--- src/verilog/dio_pkg.sv ---
package dio_pkg;

  // Register offsets on the byte-wide host port.
  localparam logic [2:0] OFS_PORT_A_DATA = 3'h0;
  localparam logic [2:0] OFS_PORT_B_DATA = 3'h1;
  localparam logic [2:0] OFS_PORT_C_DATA = 3'h2;
  localparam logic [2:0] OFS_PORT_D_DATA = 3'h3;
  localparam logic [2:0] OFS_DIRECTION = 3'h4;
  localparam logic [2:0] OFS_INT_CTRL = 3'h5;
  localparam logic [2:0] OFS_SPARE_SIX = 3'h6;
  localparam logic [2:0] OFS_SPARE_SEVEN = 3'h7;

  // Field positions in the interrupt control and status register.
  localparam int POS_INT_ENABLE = 7;
  localparam int POS_INT_PENDING = 6;
  localparam int POS_TRIG_LO = 0;
  localparam int POS_TRIG_HI = 1;

  // Source bit within the first port.
  localparam int POS_INT_SOURCE = 0;

  // Reset values.
  localparam logic [3:0] RST_DIRECTION = 4'h0;
  localparam logic [7:0] RST_LATCH = 8'h00;
  localparam logic [1:0] RST_TRIGGER = 2'h0;
  localparam logic RST_INT_ENABLE = 1'b0;

  // Port count and width.
  localparam int NUM_PORTS = 4;
  localparam int PORT_WIDTH = 8;

  // Trigger selection codes.
  typedef enum logic [1:0] {
    TRIG_LOW_LEVEL = 2'h0,
    TRIG_HIGH_LEVEL = 2'h1,
    TRIG_FALLING = 2'h2,
    TRIG_RISING = 2'h3
  } trigger_t;

  // Pending-state machine states.
  typedef enum logic [1:0] {
    ST_IDLE = 2'b01,
    ST_PENDING = 2'b10
  } irq_state_t;

endpackage

--- src/verilog/port_slice.sv ---
module port_slice
  import dio_pkg::*;
(
  input wire logic clock,
  input wire logic sys_rst,
  input wire logic wr_en,
  input wire logic [7:0] wr_data,
  input wire logic dir_out,
  input wire logic [7:0] pin_in,
  output logic [7:0] pin_out,
  output logic [7:0] pin_oe_n,
  output logic [7:0] read_value
);

  logic [7:0] latch_r;
  logic [7:0] latch_nxt;

  // The latch takes every host write regardless of direction.
  always_comb begin
    latch_nxt = latch_r;
    if (wr_en) begin
      latch_nxt = wr_data;
    end
  end

  always_ff @(posedge clock) begin
    if (sys_rst) begin
      latch_r <= RST_LATCH;
    end else begin
      latch_r <= latch_nxt;
    end
  end

  // Pins are driven active high from the latch only when an output.
  assign pin_out = latch_r;
  assign pin_oe_n = dir_out ? 8'h00 : 8'hff;

  // Inputs read the pin level; outputs read the driven byte.
  assign read_value = dir_out ? latch_r : pin_in;

endmodule

--- src/verilog/irq_detect.sv ---
module irq_detect
  import dio_pkg::*;
(
  input wire logic clock,
  input wire logic sys_rst,
  input wire logic source,
  input wire logic [1:0] trigger,
  input wire logic read_clear,
  output logic event_hit,
  output logic pending
);

  logic prev_r;
  logic prev_nxt;
  logic armed_r;
  logic armed_nxt;
  irq_state_t state_r;
  irq_state_t state_nxt;
  logic level_hit;

  // Event detection for the selected trigger.
  always_comb begin
    level_hit = 1'b0;
    event_hit = 1'b0;
    unique case (trigger_t'(trigger))
      TRIG_LOW_LEVEL: begin
        level_hit = ~source;
      end
      TRIG_HIGH_LEVEL: begin
        level_hit = source;
      end
      TRIG_FALLING: begin
        event_hit = prev_r & ~source;
      end
      TRIG_RISING: begin
        event_hit = ~prev_r & source;
      end
    endcase
    // A level event fires only while armed, by reset or by a change of the input.
    if (level_hit && armed_r) begin
      event_hit = 1'b1;
    end
  end

  // Pending set wins over a read clear in the same cycle.
  always_comb begin
    prev_nxt = source;
    armed_nxt = armed_r;
    state_nxt = state_r;
    if (source != prev_r) begin
      armed_nxt = 1'b1;
    end
    if (level_hit && event_hit) begin
      armed_nxt = 1'b0;
    end
    unique case (state_r)
      ST_IDLE: begin
        if (event_hit) begin
          state_nxt = ST_PENDING;
        end
      end
      ST_PENDING: begin
        if (read_clear && !event_hit) begin
          state_nxt = ST_IDLE;
        end
      end
      default: begin
        state_nxt = ST_IDLE;
      end
    endcase
  end

  always_ff @(posedge clock) begin
    if (sys_rst) begin
      prev_r <= 1'b0;
      armed_r <= 1'b1;
      state_r <= ST_IDLE;
    end else begin
      prev_r <= prev_nxt;
      armed_r <= armed_nxt;
      state_r <= state_nxt;
    end
  end

  assign pending = (state_r == ST_PENDING);

endmodule

--- src/verilog/quad_byte_digital_io_port.sv ---
// Overview of operation
// - An input port reads one for each high pin and zero for each low pin.
// - An output port reads back the byte it is driving onto its pins.
// - Each port latch takes every write in either direction and keeps it.
// - Outputs are active high, driven from the latch while an output.
// - Port data bytes sit at offsets zero to three, each read/write.
// - Offset four bits 0 to 3 set each port's direction, one is output.
// - Reset clears every direction bit, so all ports come up as inputs.
// - The only interrupt source is bit 0 of the first port.
// - A level interrupt cannot fire again until the source input has changed.
// - Offset five bit 7 enables interrupts and is cleared by reset.
// - Offset five bit 6 reads pending; reading it clears pending unless a new event hits in that cycle.
module quad_byte_digital_io_port
  import dio_pkg::*;
(
  input wire logic clock,
  input wire logic sys_rst,
  input wire logic [2:0] reg_addr,
  input wire logic [7:0] reg_wdata,
  input wire logic reg_wr,
  input wire logic reg_rd,
  output logic [7:0] reg_rdata,
  input wire logic [7:0] port_a_in,
  output logic [7:0] port_a_out,
  output logic [7:0] port_a_oe_n,
  input wire logic [7:0] port_b_in,
  output logic [7:0] port_b_out,
  output logic [7:0] port_b_oe_n,
  input wire logic [7:0] port_c_in,
  output logic [7:0] port_c_out,
  output logic [7:0] port_c_oe_n,
  input wire logic [7:0] port_d_in,
  output logic [7:0] port_d_out,
  output logic [7:0] port_d_oe_n,
  output logic irq_req
);

  logic [3:0] port_direction_bits_r;
  logic [3:0] port_direction_bits_nxt;
  logic interrupt_enable_r;
  logic interrupt_enable_nxt;
  logic [1:0] interrupt_trigger_select_r;
  logic [1:0] interrupt_trigger_select_nxt;
  logic [7:0] rdata_r;
  logic [7:0] rdata_nxt;
  logic [7:0] pin_in [NUM_PORTS];
  logic [7:0] pin_out [NUM_PORTS];
  logic [7:0] pin_oe_n [NUM_PORTS];
  logic [7:0] port_value [NUM_PORTS];
  logic interrupt_pending;
  logic status_read;

  // Gather the pin groups so the port slices can be generated.
  assign pin_in[0] = port_a_in;
  assign pin_in[1] = port_b_in;
  assign pin_in[2] = port_c_in;
  assign pin_in[3] = port_d_in;
  assign port_a_out = pin_out[0];
  assign port_b_out = pin_out[1];
  assign port_c_out = pin_out[2];
  assign port_d_out = pin_out[3];
  assign port_a_oe_n = pin_oe_n[0];
  assign port_b_oe_n = pin_oe_n[1];
  assign port_c_oe_n = pin_oe_n[2];
  assign port_d_oe_n = pin_oe_n[3];

  // One slice per port, each decoded at its own byte offset.
  for (genvar p = 0; p < NUM_PORTS; p++) begin : g_port
    port_slice u_slice (
      .clock(clock),
      .sys_rst(sys_rst),
      .wr_en(reg_wr && (reg_addr == 3'(p))),
      .wr_data(reg_wdata),
      .dir_out(port_direction_bits_r[p]),
      .pin_in(pin_in[p]),
      .pin_out(pin_out[p]),
      .pin_oe_n(pin_oe_n[p]),
      .read_value(port_value[p])
    );
  end

  // A read of the status register clears the pending interrupt, unless a new event hits in the same cycle.
  assign status_read = reg_rd && (reg_addr == OFS_INT_CTRL);

  // Interrupt detection on the first port's bit 0 read value (latch when output).
  irq_detect u_irq (
    .clock(clock),
    .sys_rst(sys_rst),
    .source(port_value[0][POS_INT_SOURCE]),
    .trigger(interrupt_trigger_select_r),
    .read_clear(status_read),
    .event_hit(),
    .pending(interrupt_pending)
  );

  // Control register writes; only defined bits are stored.
  always_comb begin
    port_direction_bits_nxt = port_direction_bits_r;
    interrupt_enable_nxt = interrupt_enable_r;
    interrupt_trigger_select_nxt = interrupt_trigger_select_r;
    if (reg_wr) begin
      unique case (reg_addr)
        OFS_DIRECTION: begin
          port_direction_bits_nxt = reg_wdata[3:0];
        end
        OFS_INT_CTRL: begin
          interrupt_enable_nxt = reg_wdata[POS_INT_ENABLE];
          interrupt_trigger_select_nxt =
            reg_wdata[POS_TRIG_HI:POS_TRIG_LO];
        end
        default: begin
          port_direction_bits_nxt = port_direction_bits_r;
        end
      endcase
    end
  end

  always_ff @(posedge clock) begin
    if (sys_rst) begin
      port_direction_bits_r <= RST_DIRECTION;
      interrupt_enable_r <= RST_INT_ENABLE;
      interrupt_trigger_select_r <= RST_TRIGGER;
    end else begin
      port_direction_bits_r <= port_direction_bits_nxt;
      interrupt_enable_r <= interrupt_enable_nxt;
      interrupt_trigger_select_r <= interrupt_trigger_select_nxt;
    end
  end

  // Read mux; data stands only in the cycle after the read strobe.
  always_comb begin
    rdata_nxt = 8'h00;
    if (reg_rd) begin
      unique case (reg_addr)
        OFS_PORT_A_DATA: begin
          rdata_nxt = port_value[0];
        end
        OFS_PORT_B_DATA: begin
          rdata_nxt = port_value[1];
        end
        OFS_PORT_C_DATA: begin
          rdata_nxt = port_value[2];
        end
        OFS_PORT_D_DATA: begin
          rdata_nxt = port_value[3];
        end
        OFS_DIRECTION: begin
          rdata_nxt = {4'h0, port_direction_bits_r};
        end
        OFS_INT_CTRL: begin
          rdata_nxt[POS_INT_ENABLE] = interrupt_enable_r;
          rdata_nxt[POS_INT_PENDING] = interrupt_pending;
          rdata_nxt[POS_TRIG_HI:POS_TRIG_LO] = interrupt_trigger_select_r;
        end
        OFS_SPARE_SIX, OFS_SPARE_SEVEN: begin
          rdata_nxt = 8'h00;
        end
      endcase
    end
  end

  always_ff @(posedge clock) begin
    if (sys_rst) begin
      rdata_r <= 8'h00;
    end else begin
      rdata_r <= rdata_nxt;
    end
  end

  assign reg_rdata = rdata_r;

  // Request to the host while enabled and pending.
  assign irq_req = interrupt_enable_r && interrupt_pending;

endmodule

--- config.mk ---
export PLATFORM = sky130hd
export DESIGN_NAME = quad_byte_digital_io_port
export DESIGN_NICKNAME = d
export VERILOG_FILES = /design/src/verilog/dio_pkg.sv /design/src/verilog/port_slice.sv /design/src/verilog/irq_detect.sv /design/src/verilog/quad_byte_digital_io_port.sv
export SDC_FILE = /design/constraint.sdc
export NUM_CORES = 1
export LEC_CHECK = 0
export BUFFER_PORTS_ARGS = -buffer_cell sky130_fd_sc_hd__buf_4
export CORE_ASPECT_RATIO = 1.1
export CORE_MARGIN = 2
export CORE_UTILIZATION = 45
export DETAILED_ROUTE_END_ITERATION = 8
export GPL_TIMING_DRIVEN = 1
export PLACE_DENSITY = 0.77
export SLEW_MARGIN = 20
export SYNTH_ARGS = -nofsm -noshare
export SYNTH_HDL_FRONTEND = slang
export SYNTH_SLANG_ARGS = --single-unit
--- constraint.sdc ---
create_clock -name clock -period 2.2 [get_ports clock]
set_clock_uncertainty 0.1 [all_clocks]
set_input_delay 0.11 -clock clock [delete_from_list [all_inputs] [get_ports clock]]
set_output_delay 0.11 -clock clock [all_outputs]
set_load 0.02 [all_outputs]
==> flow_metrics.py <==
metrics = {
    "final_layout": {
        "multi_input_area_sq_um": 1360,
        "drive_gt1_share_pct": 32.7,
        "area.growth.synth_to_final_pct": 34.0,
        "mostFrequentLayoutCell": "buf_4",
        "nets": 473,
        "antenna_cells": 0,
        "final_cell_area_sq_um": 3660,
        "area.sequential_sq_um": 1020,
        "fillers": 526,
        "finish.utilization_pct": 63.0,
        "final_cell_mix": "124 x buf_4, 73 x nand2_1, 51 x dfxtp_1, 46 x a21oi_1, 27 x mux2i_1",
    },
    "grt": {
        "antenna_found_initial": 0,
        "grt_pass1_vias": 2548,
        "track_usage_pct": 23.9,
        "grt_max_degree": 45,
        "grt_pass1_wl_um": 12400,
        "grt-ovfl-total": 0,
    },
    "cts": {
        "clkLatencyLatePin_ns": 0.31,
        "cts_root_buffer": "clkbuf_8",
        "cts_tree": "done",
        "cts_sinks": 51,
        "clkTransAtPathRegs_ns": 0.09,
        "clk_path_buf_depth": 2,
        "postCtsSetupBuffers": 0,
        "numCtsBuffers": 5,
        "htreeDepth": 2,
    },
    "timing": {
        "holdWs_ns": 0.0540,
        "slew_viol_final": 0,
        "fmax_mhz": 552,
        "period_minus_slack_ns": 1.81,
        "rsz0062_at_grt": "false",
        "setup-violations-final": 0,
        "post-route-period-util_pct": 82.3,
        "worst_pin_slew_ns": 0.605,
        "setup_tns_ns": 0,
        "finalHoldViolations": 0,
        "relSlewSlack_pct": 59.6,
    },
    "floorplan": {
        "die_width_um": 78.3,
        "core_area_sq_um": 5810,
        "die_h_um": 85.7,
        "initial_utilization_pct": 47.0,
        "floorplan.rows": 29,
        "pin_count": 120,
        "die_area_sq_um": 6700,
    },
    "yosys": {
        "ys_warn_count": 0,
        "synthFlopType": "dfxtp_1",
        "ys_seq_area_share_pct": 37.4,
        "ys_ff_latch": 51,
        "yosys.cell_types.count": 44,
        "synth_area_leader_cell": "dfxtp_1",
        "netlist.area_leader.share_pct": 37.4,
        "netlist_instances": 333,
        "syn-num-nets": 382,
        "synth_edf_count": 0,
        "async_flop_share_pct": 0,
        "yosys-top-cells-area": "dfxtp_1 37%, nand2_1 10%, mux2i_1 9.9%",
        "synth_area_sq_um": 2730,
        "syn_avg_cell_area_sq_um": 8.19,
    },
    "placed_design": {
        "gp_congestion": 0.897,
        "placed_cell_area_sq_um": 3430,
        "io_buffers": 119,
        "dp_hpwl_um": 5860,
    },
    "worst_setup_path": {
        "worstSetupPathType": "reg -> reg",
        "cp_max_fo": 5,
        "crit_arrival_ns": 1.89,
        "cp-start-kind": "flip-flop",
        "worst_ep_required_time_ns": 2.27,
        "endpoint_kind": "flip-flop",
    },
    "routing": {
        "drt_pass1_iterations": 4,
        "ant_nets": 0,
        "avgViaCountPerCell": 5.40,
        "wl_um": 8100,
        "drc": 0,
        "vias": 2713,
        "wl_per_cell_um": 16.1,
        "drt_iter0_markers": 186,
    },
    "outcome": {
        "status": "complete, no violations",
    },
    "power": {
        "ir_worst_vdd_v": 0.000338,
        "leakagePower_nw": 1.47,
        "total_power_mw": 2.10,
        "p_per_area_nw_per_um2": 574,
    },
    "flow_run": {
        "drv_cap": 0,
    },
    "worst_hold_path": {
        "hold_path.class": "in -> reg",
    },
}
[final timing paths]
| path | slack (ns) | cells past startpoint | start | end |
|---|---|---|---|---|
| max | 0.39 | 7 | port_direction_bits_r[0]$_SDFFE_PP0P_ | u_irq.state_r[1]$_SDFFE_PP0P_ |
| min | 0.05 | 3 | reg_wr | interrupt_trigger_select_r[0]$_SDFFE_PP0P_ |
| max reg2reg | 0.39 | 7 | port_direction_bits_r[0]$_SDFFE_PP0P_ | u_irq.state_r[1]$_SDFFE_PP0P_ |
| min reg2reg | 0.37 | 2 | g_port[0].u_slice.pin_out[7]$_SDFFE_PP0P_ | g_port[0].u_slice.pin_out[7]$_SDFFE_PP0P_ |
[cell type report]
cell class | instances | area share, %
sequential | 51 | 27.9
multi-input combinational | 227 | 37.3
clock inverter | 2 | 1.64
clock buffer | 6 | 1.98
timing repair buffer | 133 | 27.9
tap | 77 | 2.63
inverter | 6 | 0.616
[Yosys cell counts, types with 2 or more instances]
cell type / number
nand3b_1: 2
a221oi_1: 3
nand3_1: 4
a31oi_1: 2
nor4bb_1: 2
ha_1: 2
or3_1: 3
buf_2: 11
mux2i_1: 27
a211oi_1: 2
nand2_1: 73
nand2b_1: 2
inv_1: 6
mux2_2: 5
and2_1: 4
o22a_1: 2
nor2b_1: 8
clkbuf_1: 7
nor3b_1: 3
nor2_1: 13
a21oi_1: 46
buf_6: 2
buf_4: 29
dfxtp_1: 51
nor3_1: 2
o22ai_1: 4
[what timing repair did]
action	CTS	global route
hold buffers	9	0
endpoints found under the hold margin	31	0
resized for setup	0	0
[registers in the layout, indices dropped and copies added (netlist names)]
signal and cells:
interrupt_trigger_select_r 2, u_irq.armed_r 1, port_direction_bits_r 4, reg_rdata 8
g_port.u_slice.pin_out 32, u_irq.state_r 2, interrupt_enable_r 1, u_irq.prev_r 1
[layer usage]
layer  vias to the layer above  routed length, um  GRT usage [%]
met2                       162               3790           38.9
li1                       1293                  -              -
met1                      1237               3280           30.3
met3                        21                787           5.37
met4                         0                240           10.7
met5                         -                  0              0
[worst max-delay path, stage by stage, from the launching register on]
cell and delay [ns]:
dfxtp_1 0.40, mux2i_4 0.33, inv_1 0.08, ha_1 0.18, mux2i_1 0.15, nor2b_1 0.07, a221oi_1 0.29, nor3_1 0.10
[kinds of logic after synthesis]
group                      synth area share (%)
AOI/OAI and AO/OA                          14.9
xor gates and xnor gates                  0.642
DFF                                        37.4
adders and majority gates                 0.917
buffers and inverters                      12.6
and+or+nand+nor                            20.8
muxes                                      12.8
[through the flow]
step	cells	setup slack (ns)
6_report	502	0.389
5_1_grt	502	0.280
4_1_cts	502	0.417
3_5_place_dp	485	0.434
3_3_place_gp	485	0.538
2_1_floorplan	333	0.528
[power by group]
group	internal, mW	total (mW)	switching, mW
Clock	0.455	0.766	0.311
Sequential	0.952	0.978	0.0258
Combinational	0.171	0.354	0.183
Total	1.58	2.10	0.520
Power figures use the tool's default switching activity.
